`src/pwmad_params.svh`:
```
/*
 * Register offsets, field positions, widths, reset values and small
 * constants of the PWM action and dead-band stage.
 * Assumes inclusion by bare name; holds definitions only.
 */
`ifndef PWMAD_PARAMS_SVH
`define PWMAD_PARAMS_SVH

// ----------------------------------------
// Register byte offsets (paddr[11:0])
// ----------------------------------------
`define PWMAD_OFF_GEN_CTRL   12'h040
`define PWMAD_OFF_LIMIT      12'h050
`define PWMAD_OFF_COUNT      12'h054
`define PWMAD_OFF_CMPA       12'h058
`define PWMAD_OFF_CMPB       12'h05c
`define PWMAD_OFF_GEN_A      12'h060
`define PWMAD_OFF_GEN_B      12'h064
`define PWMAD_OFF_DB_CTRL    12'h068
`define PWMAD_OFF_DB_RISE    12'h06c
`define PWMAD_OFF_DB_FALL    12'h070
`define PWMAD_OFF_STATUS     12'h074

// ----------------------------------------
// Widths
// ----------------------------------------
`define PWMAD_ADDR_W         12
`define PWMAD_CNT_W          16
`define PWMAD_ACT_W          12
`define PWMAD_DLY_W          12

// ----------------------------------------
// Field positions
// ----------------------------------------
`define PWMAD_RUN_BIT        0
`define PWMAD_MODE_BIT       1
`define PWMAD_DB_EN_BIT      0
`define PWMAD_F_ZERO         0
`define PWMAD_F_LIMIT        2
`define PWMAD_F_CAU          4
`define PWMAD_F_CAD          6
`define PWMAD_F_CBU          8
`define PWMAD_F_CBD          10

// ----------------------------------------
// Reset values and constants
// ----------------------------------------
`define PWMAD_RST_ACT        12'h000
`define PWMAD_RST_DLY        12'h000
`define PWMAD_RST_CNT        16'h0000
`define PWMAD_CNT_ONE        16'h0001
`define PWMAD_DLY_ZERO       12'h000
`define PWMAD_DLY_ONE        12'h001
`define PWMAD_WORD_ZERO      32'h0000_0000

`endif

```
`src/pwmad_pkg.sv`:
```
/*
 * Types shared by the PWM action and dead-band stage.
 * Assumes nothing of its surroundings.
 */
package pwmad_pkg;

   // Action field encodings
   typedef enum logic [1:0]
   {
      PWMAD_ACT_HOLD   = 2'h0,
      PWMAD_ACT_TOGGLE = 2'h1,
      PWMAD_ACT_LOW    = 2'h2,
      PWMAD_ACT_HIGH   = 2'h3
   } pwmad_action_t;

   // Counter direction state
   typedef enum logic
   {
      PWMAD_DIR_UP   = 1'b0,
      PWMAD_DIR_DOWN = 1'b1
   } pwmad_dir_t;

endpackage

```
`src/pwmad_action_gen.sv`:
```
/*
 * One action generator: turns counter events into one raw PWM level.
 * Assumes events are one-cycle pulses on pclk, already gated by mode.
 */
`timescale 1ns/1ps
`include "pwmad_params.svh"

module pwmad_action_gen
#(
   parameter bit PRIO_B = 1'b0
)
(
   // Clock and reset
   input  wire logic                     pclk,
   input  wire logic                     presetn,
   // Events
   input  wire logic                     ev_zero,
   input  wire logic                     ev_limit,
   input  wire logic                     ev_cmpa_up,
   input  wire logic                     ev_cmpa_down,
   input  wire logic                     ev_cmpb_up,
   input  wire logic                     ev_cmpb_down,
   // Action word
   input  wire logic [`PWMAD_ACT_W-1:0]  act_word,
   // Raw level
   output logic                          raw_out
);

   // ----------------------------------------
   // Action decode
   // ----------------------------------------
   function automatic logic apply_act(input logic [1:0] act, input logic cur);
      case (pwmad_pkg::pwmad_action_t'(act))
         pwmad_pkg::PWMAD_ACT_HOLD:   apply_act = cur;
         pwmad_pkg::PWMAD_ACT_TOGGLE: apply_act = ~cur;
         pwmad_pkg::PWMAD_ACT_LOW:    apply_act = 1'b0;
         pwmad_pkg::PWMAD_ACT_HIGH:   apply_act = 1'b1;
         default:                     apply_act = cur;
      endcase
   endfunction

   // Field slices of the action word
   wire logic [1:0] act_on_empty  = act_word[`PWMAD_F_ZERO +: 2];
   wire logic [1:0] act_on_limit  = act_word[`PWMAD_F_LIMIT +: 2];
   wire logic [1:0] act_cmpa_up   = act_word[`PWMAD_F_CAU +: 2];
   wire logic [1:0] act_cmpa_down = act_word[`PWMAD_F_CAD +: 2];
   wire logic [1:0] act_cmpb_up   = act_word[`PWMAD_F_CBU +: 2];
   wire logic [1:0] act_cmpb_down = act_word[`PWMAD_F_CBD +: 2];

   // Comparator events, one direction at a time
   wire logic       cmpa_ev  = ev_cmpa_up | ev_cmpa_down;
   wire logic       cmpb_ev  = ev_cmpb_up | ev_cmpb_down;
   wire logic [1:0] cmpa_act = ev_cmpa_up ? act_cmpa_up : act_cmpa_down;
   wire logic [1:0] cmpb_act = ev_cmpb_up ? act_cmpb_up : act_cmpb_down;
   // Coincident comparators: A wins for output A, B for output B
   wire logic [1:0] both_act = PRIO_B ? cmpb_act : cmpa_act; // see (RULE_06) (RULE_07)

   // Zero and limit beat any comparator
   wire logic [1:0] sel_act  = ev_zero  ? act_on_empty : // see (RULE_05)
                               ev_limit ? act_on_limit :
                               (cmpa_ev && cmpb_ev) ? both_act :
                               cmpa_ev ? cmpa_act : cmpb_act;
   wire logic       any_ev   = ev_zero | ev_limit | cmpa_ev | cmpb_ev;
   wire logic       next_raw = apply_act(sel_act, raw_out); // see (RULE_03)

   // ----------------------------------------
   // Raw level register
   // ----------------------------------------
   always_ff @(posedge pclk or negedge presetn)
   begin
      if (!presetn)
         raw_out <= 1'b0;
      else if (any_ev)
         raw_out <= next_raw; // see (RULE_19)
   end

endmodule

```
`src/pwmad_edge_delay.sv`:
```
/*
 * Delays one edge kind of a level by a programmed tick count.
 * RISE=1 delays rising edges, RISE=0 falling edges; the other edge
 * passes at once. Assumes level_in comes from a pclk flip-flop.
 */
`timescale 1ns/1ps
`include "pwmad_params.svh"

module pwmad_edge_delay
#(
   parameter bit RISE = 1'b1
)
(
   // Clock and reset
   input  wire logic                     pclk,
   input  wire logic                     presetn,
   // Control
   input  wire logic                     enable,
   input  wire logic [`PWMAD_DLY_W-1:0]  delay,
   // Level in and out
   input  wire logic                     level_in,
   output logic                          level_out
);

   logic                    prev_in;
   logic [`PWMAD_DLY_W-1:0] remain;

   // Edge toward the delayed level
   wire logic at_active = (level_in == RISE);
   wire logic edge_seen = at_active && (prev_in != RISE);
   wire logic dly_zero  = (delay == `PWMAD_DLY_ZERO);

   // ----------------------------------------
   // Countdown; leaving the active level early cancels the edge
   // ----------------------------------------
   always_ff @(posedge pclk or negedge presetn)
   begin
      if (!presetn)
      begin
         prev_in   <= ~RISE;
         remain    <= `PWMAD_DLY_ZERO;
         level_out <= ~RISE;
      end
      else if (!enable || !at_active)
      begin
         prev_in   <= level_in;
         remain    <= `PWMAD_DLY_ZERO;
         level_out <= ~RISE; // see (RULE_13) (RULE_14)
      end
      else if (edge_seen)
      begin
         prev_in <= level_in;
         if (dly_zero)
            level_out <= RISE; // see (RULE_20)
         else
            remain <= delay - `PWMAD_DLY_ONE; // see (RULE_20)
      end
      else if (remain == `PWMAD_DLY_ZERO)
         level_out <= RISE; // see (RULE_20)
      else
         remain <= remain - `PWMAD_DLY_ONE;
   end

endmodule

```
`src/pwmad_top.sv`:
```
/*
 * PWM generator output stage: counter and comparator events, two
 * action generators and the dead-band unit, with an APB slave.
 * Assumes one 10 MHz clock pclk and an APB3 master on the same clock.
 */
// The APB interface to the registers was chosen for this implementation.
//
// Behaviour
// (RULE_01) Down mode yields four events; up/down mode yields all six.
// (RULE_02) Output A word: six 2-bit action fields, zero at bottom.
// (RULE_03) Codes: 00 hold, 01 toggle, 10 low, 11 high.
// (RULE_04) Up-match actions act only when the count-mode bit is 1.
// (RULE_05) Zero or limit action wins over coincident comparator action.
// (RULE_06) Output A: comparator A wins over comparator B.
// (RULE_07) Output B: comparator B wins over comparator A.
// (RULE_08) Output B word has the same layout and events.
// (RULE_09) Dead-band off: raw A to output 0, raw B to output 1.
// (RULE_10) Dead-band on: both outputs from raw A, rise and fall delayed.
// (RULE_11) Rise delay is a 12-bit tick count in bits 11:0.
// (RULE_12) Fall delay is a 12-bit tick count in bits 11:0.
// (RULE_13) Rise delay longer than high time removes the high pulse.
// (RULE_14) Fall delay longer than low time removes the low pulse.
// (RULE_15) Delay registers are ignored while dead-band is off.
// (RULE_16) Software keeps high and low times above the delays.
// (RULE_17) Counter pulses limit event at limit value, zero event at zero.
// (RULE_18) Comparators pulse direction-tagged matches, never above limit.
// (RULE_19) Raw outputs reset low, change only on a selected event.
// (RULE_20) Delays count down from each edge; zero delay adds nothing.
`timescale 1ns/1ps
`include "pwmad_params.svh"

module pwmad_top
(
   // Clock and reset
   input  wire logic                     pclk,
   input  wire logic                     presetn,
   // APB slave
   input  wire logic                     psel,
   input  wire logic                     penable,
   input  wire logic                     pwrite,
   input  wire logic [`PWMAD_ADDR_W-1:0] paddr,
   input  wire logic [31:0]              pwdata,
   output logic [31:0]                   prdata,
   output logic                          pready,
   output logic                          pslverr,
   // PWM levels
   output logic                          raw_out_a,
   output logic                          raw_out_b,
   output logic                          final_out_0,
   output logic                          final_out_1
);

   // ----------------------------------------
   // Helpers
   // ----------------------------------------

   // Zero-extend a count to a bus word
   function automatic logic [31:0] word16(input logic [`PWMAD_CNT_W-1:0] v);
      word16 = `PWMAD_WORD_ZERO | v;
   endfunction

   // Zero-extend an action or delay field to a bus word
   function automatic logic [31:0] word12(input logic [`PWMAD_ACT_W-1:0] v);
      word12 = `PWMAD_WORD_ZERO | v;
   endfunction

   // Comparator hit; a value above the limit never matches
   function automatic logic cmp_hit(input logic [`PWMAD_CNT_W-1:0] cnt,
                                    input logic [`PWMAD_CNT_W-1:0] val,
                                    input logic [`PWMAD_CNT_W-1:0] lim);
      cmp_hit = (cnt == val) && (val <= lim);
   endfunction

   // ----------------------------------------
   // Register storage
   // ----------------------------------------
   logic                    gen_run;
   logic                    gen_mode;
   logic [`PWMAD_CNT_W-1:0] counter_limit_value;
   logic [`PWMAD_CNT_W-1:0] cmpa_value;
   logic [`PWMAD_CNT_W-1:0] cmpb_value;
   logic [`PWMAD_ACT_W-1:0] gen_a_action_ctrl;
   logic [`PWMAD_ACT_W-1:0] gen_b_action_ctrl;
   logic                    db_enable;
   logic [`PWMAD_DLY_W-1:0] rise_edge_ticks;
   logic [`PWMAD_DLY_W-1:0] fall_edge_ticks;

   // Counter state
   logic [`PWMAD_CNT_W-1:0] count;
   pwmad_pkg::pwmad_dir_t   dir;

   // ----------------------------------------
   // APB decode
   // ----------------------------------------

   // Exact word addresses; unaligned or unlisted addresses miss
   wire logic hit_ctrl  = (paddr == `PWMAD_OFF_GEN_CTRL);
   wire logic hit_limit = (paddr == `PWMAD_OFF_LIMIT);
   wire logic hit_count = (paddr == `PWMAD_OFF_COUNT);
   wire logic hit_cmpa  = (paddr == `PWMAD_OFF_CMPA);
   wire logic hit_cmpb  = (paddr == `PWMAD_OFF_CMPB);
   wire logic hit_gen_a = (paddr == `PWMAD_OFF_GEN_A);
   wire logic hit_gen_b = (paddr == `PWMAD_OFF_GEN_B);
   wire logic hit_dbctl = (paddr == `PWMAD_OFF_DB_CTRL);
   wire logic hit_rise  = (paddr == `PWMAD_OFF_DB_RISE);
   wire logic hit_fall  = (paddr == `PWMAD_OFF_DB_FALL);
   wire logic hit_stat  = (paddr == `PWMAD_OFF_STATUS);
   wire logic hit_any   = hit_ctrl | hit_limit | hit_count | hit_cmpa |
                          hit_cmpb | hit_gen_a | hit_gen_b | hit_dbctl |
                          hit_rise | hit_fall | hit_stat;

   // Phases; no wait states, so the access phase always completes
   wire logic setup_ph  = psel & ~penable;
   wire logic access_ph = psel & penable;
   wire logic wr_en     = access_ph & pwrite & hit_any;

   // Handshake outputs are combinational
   assign pready  = 1'b1;
   assign pslverr = access_ph & ~hit_any;

   // Status word: live levels and direction
   wire logic [31:0] stat_word = {27'h0000000, dir, final_out_1, final_out_0,
                                  raw_out_b, raw_out_a};

   // Read mux
   wire logic [31:0] rd_word =
      hit_ctrl  ? {30'h00000000, gen_mode, gen_run} :
      hit_limit ? word16(counter_limit_value) :
      hit_count ? word16(count) :
      hit_cmpa  ? word16(cmpa_value) :
      hit_cmpb  ? word16(cmpb_value) :
      hit_gen_a ? word12(gen_a_action_ctrl) :
      hit_gen_b ? word12(gen_b_action_ctrl) :
      hit_dbctl ? {31'h00000000, db_enable} :
      hit_rise  ? word12(rise_edge_ticks) :
      hit_fall  ? word12(fall_edge_ticks) :
      hit_stat  ? stat_word :
      `PWMAD_WORD_ZERO;

   // Read data captured in setup so prdata comes from a flip-flop
   always_ff @(posedge pclk or negedge presetn)
   begin
      if (!presetn)
         prdata <= `PWMAD_WORD_ZERO;
      else if (setup_ph && !pwrite)
         prdata <= rd_word;
   end

   // ----------------------------------------
   // Register writes
   // ----------------------------------------

   // Generator control and counter values; applied at once
   always_ff @(posedge pclk or negedge presetn)
   begin
      if (!presetn)
      begin
         gen_run             <= 1'b0;
         gen_mode            <= 1'b0;
         counter_limit_value <= `PWMAD_RST_CNT;
         cmpa_value          <= `PWMAD_RST_CNT;
         cmpb_value          <= `PWMAD_RST_CNT;
      end
      else if (wr_en)
      begin
         if (hit_ctrl)
         begin
            gen_run  <= pwdata[`PWMAD_RUN_BIT];
            gen_mode <= pwdata[`PWMAD_MODE_BIT];
         end
         if (hit_limit)
            counter_limit_value <= pwdata[`PWMAD_CNT_W-1:0];
         if (hit_cmpa)
            cmpa_value <= pwdata[`PWMAD_CNT_W-1:0];
         if (hit_cmpb)
            cmpb_value <= pwdata[`PWMAD_CNT_W-1:0];
      end
   end

   // Action words and dead-band settings
   always_ff @(posedge pclk or negedge presetn)
   begin
      if (!presetn)
      begin
         gen_a_action_ctrl <= `PWMAD_RST_ACT;
         gen_b_action_ctrl <= `PWMAD_RST_ACT;
         db_enable         <= 1'b0;
         rise_edge_ticks   <= `PWMAD_RST_DLY;
         fall_edge_ticks   <= `PWMAD_RST_DLY;
      end
      else if (wr_en)
      begin
         if (hit_gen_a)
            gen_a_action_ctrl <= pwdata[`PWMAD_ACT_W-1:0]; // see (RULE_02)
         if (hit_gen_b)
            gen_b_action_ctrl <= pwdata[`PWMAD_ACT_W-1:0]; // see (RULE_08)
         if (hit_dbctl)
            db_enable <= pwdata[`PWMAD_DB_EN_BIT];
         if (hit_rise)
            rise_edge_ticks <= pwdata[`PWMAD_DLY_W-1:0]; // see (RULE_11)
         if (hit_fall)
            fall_edge_ticks <= pwdata[`PWMAD_DLY_W-1:0]; // see (RULE_12)
      end
   end

   // ----------------------------------------
   // Counter
   // ----------------------------------------
   logic [`PWMAD_CNT_W-1:0] next_count;
   pwmad_pkg::pwmad_dir_t   next_dir;

   wire logic at_zero  = (count == `PWMAD_RST_CNT);
   wire logic at_limit = (count == counter_limit_value);

   // Down mode reloads at zero; up/down turns at the limit and at zero
   always_comb
   begin
      next_count = count;
      next_dir   = dir;
      if (!gen_mode)
      begin
         next_dir   = pwmad_pkg::PWMAD_DIR_DOWN;
         next_count = at_zero ? counter_limit_value : count - `PWMAD_CNT_ONE;
      end
      else
      begin
         case (dir)
            pwmad_pkg::PWMAD_DIR_UP:
            begin
               if (at_limit)
               begin
                  next_dir   = pwmad_pkg::PWMAD_DIR_DOWN;
                  next_count = at_zero ? count : count - `PWMAD_CNT_ONE;
               end
               else
                  next_count = count + `PWMAD_CNT_ONE;
            end
            pwmad_pkg::PWMAD_DIR_DOWN:
            begin
               if (at_zero)
               begin
                  next_dir   = pwmad_pkg::PWMAD_DIR_UP;
                  next_count = at_limit ? count : count + `PWMAD_CNT_ONE;
               end
               else
                  next_count = count - `PWMAD_CNT_ONE;
            end
            default:
            begin
               next_dir   = pwmad_pkg::PWMAD_DIR_UP;
               next_count = `PWMAD_RST_CNT;
            end
         endcase
      end
   end

   // Stopped counter parks at zero counting up
   always_ff @(posedge pclk or negedge presetn)
   begin
      if (!presetn)
      begin
         count <= `PWMAD_RST_CNT;
         dir   <= pwmad_pkg::PWMAD_DIR_UP;
      end
      else if (!gen_run)
      begin
         count <= `PWMAD_RST_CNT;
         dir   <= pwmad_pkg::PWMAD_DIR_UP;
      end
      else
      begin
         count <= next_count;
         dir   <= next_dir;
      end
   end

   // ----------------------------------------
   // Event pulses
   // ----------------------------------------

   // With a nonzero limit the count moves every cycle, so each match lasts one cycle
   wire logic ev_zero   = gen_run & at_zero; // see (RULE_17)
   wire logic ev_limit  = gen_run & at_limit; // see (RULE_17)
   wire logic hit_a     = gen_run & cmp_hit(count, cmpa_value, counter_limit_value); // see (RULE_18)
   wire logic hit_b     = gen_run & cmp_hit(count, cmpb_value, counter_limit_value); // see (RULE_18)
   wire logic going_up  = gen_mode & (dir == pwmad_pkg::PWMAD_DIR_UP);

   // Up-matches exist only in up/down mode
   wire logic ev_a_up   = hit_a & going_up; // see (RULE_01) (RULE_04)
   wire logic ev_a_down = hit_a & ~going_up; // see (RULE_01)
   wire logic ev_b_up   = hit_b & going_up; // see (RULE_01) (RULE_04)
   wire logic ev_b_down = hit_b & ~going_up; // see (RULE_01)

   // ----------------------------------------
   // Action generators
   // ----------------------------------------
   pwmad_action_gen #(.PRIO_B(1'b0)) u_gen_a // see (RULE_06)
   (
      .pclk         (pclk),
      .presetn      (presetn),
      .ev_zero      (ev_zero),
      .ev_limit     (ev_limit),
      .ev_cmpa_up   (ev_a_up),
      .ev_cmpa_down (ev_a_down),
      .ev_cmpb_up   (ev_b_up),
      .ev_cmpb_down (ev_b_down),
      .act_word     (gen_a_action_ctrl),
      .raw_out      (raw_out_a)
   );

   pwmad_action_gen #(.PRIO_B(1'b1)) u_gen_b // see (RULE_07) (RULE_08)
   (
      .pclk         (pclk),
      .presetn      (presetn),
      .ev_zero      (ev_zero),
      .ev_limit     (ev_limit),
      .ev_cmpa_up   (ev_a_up),
      .ev_cmpa_down (ev_a_down),
      .ev_cmpb_up   (ev_b_up),
      .ev_cmpb_down (ev_b_down),
      .act_word     (gen_b_action_ctrl),
      .raw_out      (raw_out_b)
   );

   // ----------------------------------------
   // Dead-band unit
   // ----------------------------------------
   logic rise_dly_out;
   logic fall_dly_out;

   // Both delays fed from raw A; held idle while disabled
   pwmad_edge_delay #(.RISE(1'b1)) u_rise
   (
      .pclk      (pclk),
      .presetn   (presetn),
      .enable    (db_enable), // see (RULE_15)
      .delay     (rise_edge_ticks),
      .level_in  (raw_out_a),
      .level_out (rise_dly_out)
   );

   pwmad_edge_delay #(.RISE(1'b0)) u_fall
   (
      .pclk      (pclk),
      .presetn   (presetn),
      .enable    (db_enable), // see (RULE_15)
      .delay     (fall_edge_ticks),
      .level_in  (raw_out_a),
      .level_out (fall_dly_out)
   );

   // Output select; the delay path is one flip-flop late already
   wire logic next_out_0 = db_enable ? rise_dly_out : raw_out_a; // see (RULE_09) (RULE_10)
   wire logic next_out_1 = db_enable ? fall_dly_out : raw_out_b; // see (RULE_09) (RULE_10)

   // Final outputs registered for clean pins
   always_ff @(posedge pclk or negedge presetn)
   begin
      if (!presetn)
      begin
         final_out_0 <= 1'b0;
         final_out_1 <= 1'b0;
      end
      else
      begin
         final_out_0 <= next_out_0;
         final_out_1 <= next_out_1;
      end
   end

endmodule
```
`config.mk`:
```
export PLATFORM = sky130hd
export DESIGN_NAME = pwmad_top
export DESIGN_NICKNAME = d
export VERILOG_FILES = /design/src/pwmad_pkg.sv /design/src/pwmad_action_gen.sv /design/src/pwmad_edge_delay.sv /design/src/pwmad_top.sv
export VERILOG_INCLUDE_DIRS = /design/src
export SDC_FILE = /design/constraint.sdc
export NUM_CORES = 1
export LEC_CHECK = 0
export BUFFER_PORTS_ARGS = -buffer_cell sky130_fd_sc_hd__clkbuf_2
export CAP_MARGIN = 20
export CORE_MARGIN = 4
export CORE_UTILIZATION = 60
export DETAILED_ROUTE_END_ITERATION = 7
export PLACE_DENSITY = 0.81
export SLEW_MARGIN = 30
export SYNTH_ARGS = -nofsm -noshare
export SYNTH_HDL_FRONTEND = slang
export SYNTH_HIERARCHICAL = 1
export SYNTH_SLANG_ARGS = --single-unit
```
`constraint.sdc`:
```
create_clock -name pclk -period 4.6 [get_ports pclk]
set_clock_uncertainty 0.05 [all_clocks]
set_input_delay 0.46 -clock pclk [delete_from_list [all_inputs] [get_ports pclk]]
set_output_delay 0.46 -clock pclk [all_outputs]
set_load 0.01 [all_outputs]
```
==> Word-level counts from Yosys, hierarchy flattened <==
Index checks and enable logic that the tools add are counted.
{ "word_totals": {"register_bits": 180, "inputBits": 49, "output_inout_bits": 38, "elab_cells": 195} }
{ "op_classes": {"n_addsub": 6, "magnitude_cmp": 2, "n_eq_ne": 28, "mux": 60, "n_bitwise": 38, "n_reduce_logical": 38} }
{ "ops": {"columns": ["operator", "count"], "rows": [
  ["$mux W16", 12],
  ["$mux W12", 13],
  ["$eq A12 B7 Y1 const B", 11],
  ["$eq A16 B16 Y1", 3],
  ["$logic_not A12 Y1", 4],
  ["$sub A12 B1 Y12 const B", 4],
  ["$le A16 B16 Y1", 2],
  ["$pmux W16 S2", 1],
  ["$reduce_and A2 Y1", 16],
  ["$mux W2", 12],
  ["$mux W1", 18],
  ["$add A16 B1 Y16 const B", 1],
  ["$logic_not A16 Y1", 1],
  ["$sub A16 B1 Y16 const B", 1],
  ["$or A1 B1 Y1", 15],
  ["$and A1 B1 Y1", 14],
  ["$ne A3 B3 Y1 const B", 4],
  ["$ne A5 B5 Y1 const B", 2],
  ["$not A1 Y1", 9],
  ["$eq A2 B2 Y1 const B", 4],
  ["$logic_and A1 B1 Y1", 6],
  ["$ne A3 B1 Y1 const B", 2],
  ["$pmux W1 S3", 2],
  ["$reduce_bool A3 Y1", 2],
  ["7 further kinds", 13]
]} }

==> Longest topological paths before layout <==
{ "depth": {"depth_word": 13, "depth_mapped": 14, "mapped_depth_nobuf": 14} }

==> Cells and area by module <==
The synthesis kept the hierarchy.
{ "by_module_without_submodules": {"columns": ["mod", "n_inst", "cells_each", "area_per_inst_um2"], "rows": [
  ["pwmad_top", 1, 890, 8675.8],
  ["pwmad_edge_delay at u_fall", 1, 148, 1197.4],
  ["pwmad_edge_delay at u_rise", 1, 141, 1176.1],
  ["pwmad_action_gen at u_gen_b", 1, 29, 183.9],
  ["pwmad_action_gen at u_gen_a", 1, 21, 163.9]
]} }

==> Worst setup path before layout <==
No wires, ideal clock.
{ "synth_path": {"path_type": "flip-flop to flip-flop", "from": "register counter_limit_value[1]", "to": "register u_gen_a.raw_out", "t_arrival_ps": 3455, "required_ps": 4426, "slack_ps": 971, "path_stages_with_launch": 14, "path_buffers": 0, "period_less_slack_ps": 3629, "cell_sequence": "dfrtp_1 inv_1 ha_1 nor2b_1 o21a_1 o21a_1 o21ai_0 a211oi_1 o31a_1 nor4_1 a2111oi_0 a2111oi_0 o21ai_1 xnor2_1"} }
{ "synth_via": {"elab_chain_len": 12} }
{ "synth_rtl": {"columns": ["item", "line_no", "source"], "rows": [
  ["from (decl)", "pwmad_top.sv:79", "logic [`PWMAD_CNT_W-1:0] counter_limit_value;"],
  ["from (signal assigned)", "pwmad_top.sv:160", "counter_limit_value <= `PWMAD_RST_CNT;"],
  ["from (signal assigned)", "pwmad_top.sv:172", "counter_limit_value <= pwdata[`PWMAD_CNT_W-1:0];"],
  ["$le A16 B16 Y1 (*)", "pwmad_top.sv:71", "cmp_hit = (cnt == val) && (val <= lim);"],
  ["$logic_and A1 B1 Y1 (*)", "pwmad_top.sv:71", null],
  ["$and A1 B1 Y1 (*)", "pwmad_top.sv:285", "wire logic hit_b = gen_run & cmp_hit(count, cmpb_value, counter_limit_value);"],
  ["$and A1 B1 Y1 (*)", "pwmad_top.sv:291", "wire logic ev_b_up = hit_b & going_up;"],
  ["net ev_b_up", "pwmad_top.sv:291", null],
  ["branches (longest 8 deep; another with $pmux W1 S3)", null, null],
  ["to (signal assigned)", "pwmad_action_gen.sv:74", "raw_out <= next_raw;"],
  ["to (decl)", "pwmad_action_gen.sv:26", "output logic raw_out"]
]} }
Mark *: on every way through the listed nets, which the timed path passes.
A chain may end at the register's enable or synchronous reset.

==> Final worst setup path <==
{ "layout_path": {"from": "register counter_limit_value[9]", "to": "register u_gen_a.raw_out"} }
{ "layout_via": {"elab_chain_len": 12} }
{ "layout_rtl": {"columns": ["item", "line_no", "source"], "rows": [
  ["$le A16 B16 Y1 (*)", "pwmad_top.sv:71", null],
  ["$logic_and A1 B1 Y1 (*)", "pwmad_top.sv:71", null],
  ["$and A1 B1 Y1 (*)", "pwmad_top.sv:284", "wire logic hit_a = gen_run & cmp_hit(count, cmpa_value, counter_limit_value);"],
  ["$and A1 B1 Y1 (*)", "pwmad_top.sv:290", "wire logic ev_a_down = hit_a & ~going_up;"],
  ["net ev_a_down", "pwmad_top.sv:290", null],
  ["$or A1 B1 Y1 (*)", "pwmad_action_gen.sv:51", "wire logic cmpa_ev = ev_cmpa_up | ev_cmpa_down;"],
  ["branches (longest 7 deep; another with $pmux W1 S3)", null, null]
]} }
Marked as above.

==> Flow_metrics.wiki <==
{| class="wikitable"
! Metric !! Value
|-
| Most frequent cell after synthesis || sky130_fd_sc_hd__dfrtp_1
|-
| P_leak || 5.457 nW
|-
| Final worst path period need || 3.690 ns
|-
| Avg Cell Area, Syn || a little over 9 sq um
|-
| Commonest cells in the netlist || sky130_fd_sc_hd__dfrtp_1, sky130_fd_sc_hd__nand2_1, sky130_fd_sc_hd__mux2_2
|-
| Wire length of the first global-routing pass || 54.14 mm
|-
| Site row count || 50
|-
| Critical Path RT || 4.88 ns
|-
| Sequential area share after synthesis || 36.03%
|-
| Total negative slack for setup checks || 0 ns
|-
| Vias after detailed routing || 10,305
|-
| Synth-to-layout area growth || 7.388%
|-
| Max FO, Critical Path || 7
|-
| Number of cells in the finished layout apart from fillers || 1,496
|-
| I/O pin count || 87
|-
| Fraction of synthesized cell area taken by the top area cell type || 35.57%
|-
| Power per Cell Area || 328.3 nW/um^2
|-
| Via density per instance || between 6 and 7
|-
| Initial Utilization || 60.93%
|-
| Resized Gates After CTS || 0
|-
| Buffer levels on the longest clock path || 2
|-
| Die Span X || 145.8 um
|-
| MaxCap Viol Count || 0
|-
| CTS Sinks || 164
|-
| Gr ovfl total || 0
|-
| Cell count after synthesis || 1,229
|-
| Hold-fix buffer count after cts || 0
|-
| Startpoint-to-endpoint class of the critical path || reg2reg
|-
| Core Box Area || 18,710 sq um
|-
| Post-route ant nets || 0
|-
| H-tree depth || 4
|-
| Relative slew margins || about a third
|-
| Number of filler instances in the final layout || roughly 1,500
|-
| Number of register bits inferred by synthesis || 164
|-
| Number of search-and-repair iterations in the first detailed-routing pass || 6
|-
| Mean routed wirelength per cell || between 20 and 25 um
|-
| Post-CTS setup repair buffer count || 0
|-
| Count of flip-flops with a built-in enable after synthesis || 0
|-
| TritonCTS clock tree || yes
|-
| Number of nets in the finished design || 1,334
|-
| Largest net degree at the start of global routing || around 100
|-
| Clock-pin slew on the worst setup and hold paths || 0.07 ns
|-
| Cell area after synthesis || ~11,000 sq um
|-
| Final period util || 80.23%
|-
| Most instantiated flip-flop cell in the synthesis netlist || sky130_fd_sc_hd__dfrtp_1
|-
| Skew-Pair Late Insertion Delay || ~0.44 ns
|-
| Number of clock buffers inserted by TritonCTS || 17
|-
| Sum of internal, switching and leakage power || approximately 0.0040 W
|-
| Die Footprint || 21,260 sq um
|-
| Result of the run || finished, final reports clean
|-
| Overall die height || 145.8 um
|-
| Cell taking the most area after synthesis || sky130_fd_sc_hd__dfrtp_1
|-
| DRC violations left || 0
|-
| Fraction of registers with async set/reset || 100.0%
|-
| Number of max-slew violations in the final report || 0
|-
| CTS Root Cell || sky130_fd_sc_hd__clkbuf_16
|-
| Routed wire length || 34.01 mm
|-
| Detail Placement HPWL || 24.51 mm
|-
| Worst setup SP type || flip-flop
|-
| Number of warning messages in the yosys log || 6
|-
| Top area cells in the synthesized netlist || sky130_fd_sc_hd__dfrtp_1, sky130_fd_sc_hd__mux2_2, sky130_fd_sc_hd__ha_1
|-
| Maximum clock frequency || 271.0 MHz
|-
| Overall global routing resource usage || 31.85%
|-
| Quantity of I/O buffers inserted on ports || 53
|-
| Antenna violations before repair || 2
|-
| Utilization of the core after routing || around two thirds
|-
| Setup repair after global routing missed its margin || false
|-
| Crit path DAT || 3.97 ns
|-
| Final Hold Vio Count || 0
|-
| Register area || slightly above 4000 sq um
|-
| Starting DRC count in detailed routing || around 1,400
|-
| Hold/Removal Path Class || in2async
|-
| Placed insts || approximately 1,500
|-
| GP Congestion || 0.9967
|-
| Vias in the first global route || around 9,600
|-
| Share of layout cells above drive strength 1 || 19.11%
|-
| Area of combinational cells with multiple inputs || 6676 sq um
|-
| Endpoint kind of the worst setup timing path || flip-flop
|-
| Worst supply voltage drop on vdd || 266.2 uV
|-
| Setup Viol. Count Final || 0
|-
| Slew @ Worst Pin || 1.011 ns
|-
| Distinct cells, synth || 86
|}
where the power goes:
part           total [W]  internal (W)  switching (W)  leakage, nW
clock            0.00149      0.000824       0.000670        0.291
sequential       0.00179       0.00151       0.000283         2.20
combinational   0.000731      0.000320       0.000411         2.97
through the flow:
step	hold WS (ns)	setup WS [ns]	instance area (sq um)
floorplan	0.1144	0.9712	11450
global placement	0.4006	1.054	11620
detailed placement	0.4195	1.045	11620
CTS	0.1067	1.021	12230
global route	0.1186	0.5843	12240
finish	0.02929	0.9095	12240
cell type report:
cell class | instances | share of cell area, %
multi-input combinational | 955 | 54.55
clock buffer | 17 | 3.476
timing repair buffer | 70 | 3.282
antenna | 1 | 0.02045
clock inverter | 15 | 1.503
sequential | 164 | 33.55
inverter | 40 | 1.227
tap | 234 | 2.392
registers in the layout (all words and copies together), names as in the netlist, 12 cells and up:
register / cells
u_fall/remain: 12
counter_limit_value: 16
prdata: 16
rise_edge_ticks: 12
cmpb_value: 16
cmpa_value: 16
gen_b_action_ctrl: 12
gen_a_action_ctrl: 12
count: 16
fall_edge_ticks: 12
u_rise/remain: 12
worst paths after layout:
check / startpoint / endpoint / slack (ns) / cells past startpoint
worst max-delay path: counter_limit_value[9] / u_gen_a/raw_out / 0.91 / 13
worst min-delay path: presetn / count[4] / 0.03 / 1
worst max register to register: counter_limit_value[9] / u_gen_a/raw_out / 0.91 / 13
worst min register to register: prdata[10] / prdata[10] / 0.43 / 2
max in group asynchronous: presetn / u_fall/prev_in / 3.43 / 2
min in group pclk: pwdata[13] / counter_limit_value[13] / 0.25 / 2
worst max-delay path, cell delays in order (launching register included):
cell and delay [ns]:
sky130_fd_sc_hd__dfrtp_1 0.42, sky130_fd_sc_hd__inv_1 0.14, sky130_fd_sc_hd__ha_1 0.33, sky130_fd_sc_hd__a21o_1 0.16, sky130_fd_sc_hd__a21o_1 0.16, sky130_fd_sc_hd__a21oi_1 0.17, sky130_fd_sc_hd__nor2_1 0.06, sky130_fd_sc_hd__a211oi_1 0.34
sky130_fd_sc_hd__a21oi_1 0.14, sky130_fd_sc_hd__nor3_1 0.72, sky130_fd_sc_hd__a2111oi_0 0.16, sky130_fd_sc_hd__a2111oi_0 0.43, sky130_fd_sc_hd__o21ai_1 0.15, sky130_fd_sc_hd__xnor2_1 0.14
cells by family (layout without fill, tap and decap cells):
kind of cell    after synthesis  after routing  share of synthesized area, %
other cells                   2             18                       0.06589
buf+inv                     125            142                         5.939
flops                       164            164                         36.03
compound gates              294            294                         17.05
fa+ha+maj                    37             37                         4.062
simple gates                410            410                         18.62
xor+xnor                     63             63                         4.841
mux                         134            134                         13.39
routing by layer:
| metal | GRT usage (%) | vias up | share of wire (%) | wire length [um] |
|---|---|---|---|---|
| li1 | - | 4551 | - | - |
| met1 | 46.45 | 4944 | 42 | 14170 |
| met2 | 46.64 | 706 | 43 | 14550 |
| met3 | 7.381 | 102 | 12 | 4124 |
| met4 | 11.16 | 2 | 3.4 | 1150 |
| met5 | 0 | - | 0.038 | 13 |
placed cells by master, fill, tap and decap left out, types with 19 or more instances in the layout:
cell type,count
sky130_fd_sc_hd__dfrtp_1,162
sky130_fd_sc_hd__nand2_1,118
sky130_fd_sc_hd__mux2_2,89
sky130_fd_sc_hd__nor2_1,82
sky130_fd_sc_hd__o21ai_0,77
sky130_fd_sc_hd__a21oi_1,61
sky130_fd_sc_hd__clkbuf_2,52
sky130_fd_sc_hd__inv_1,38
sky130_fd_sc_hd__nor3_1,37
sky130_fd_sc_hd__ha_1,37
sky130_fd_sc_hd__xor2_1,35
sky130_fd_sc_hd__nand3_1,33
sky130_fd_sc_hd__mux2i_1,29
sky130_fd_sc_hd__xnor2_1,28
sky130_fd_sc_hd__nor4_1,25
sky130_fd_sc_hd__nand4_1,19
No activity file was read; power rests on OpenSTA's default activity.
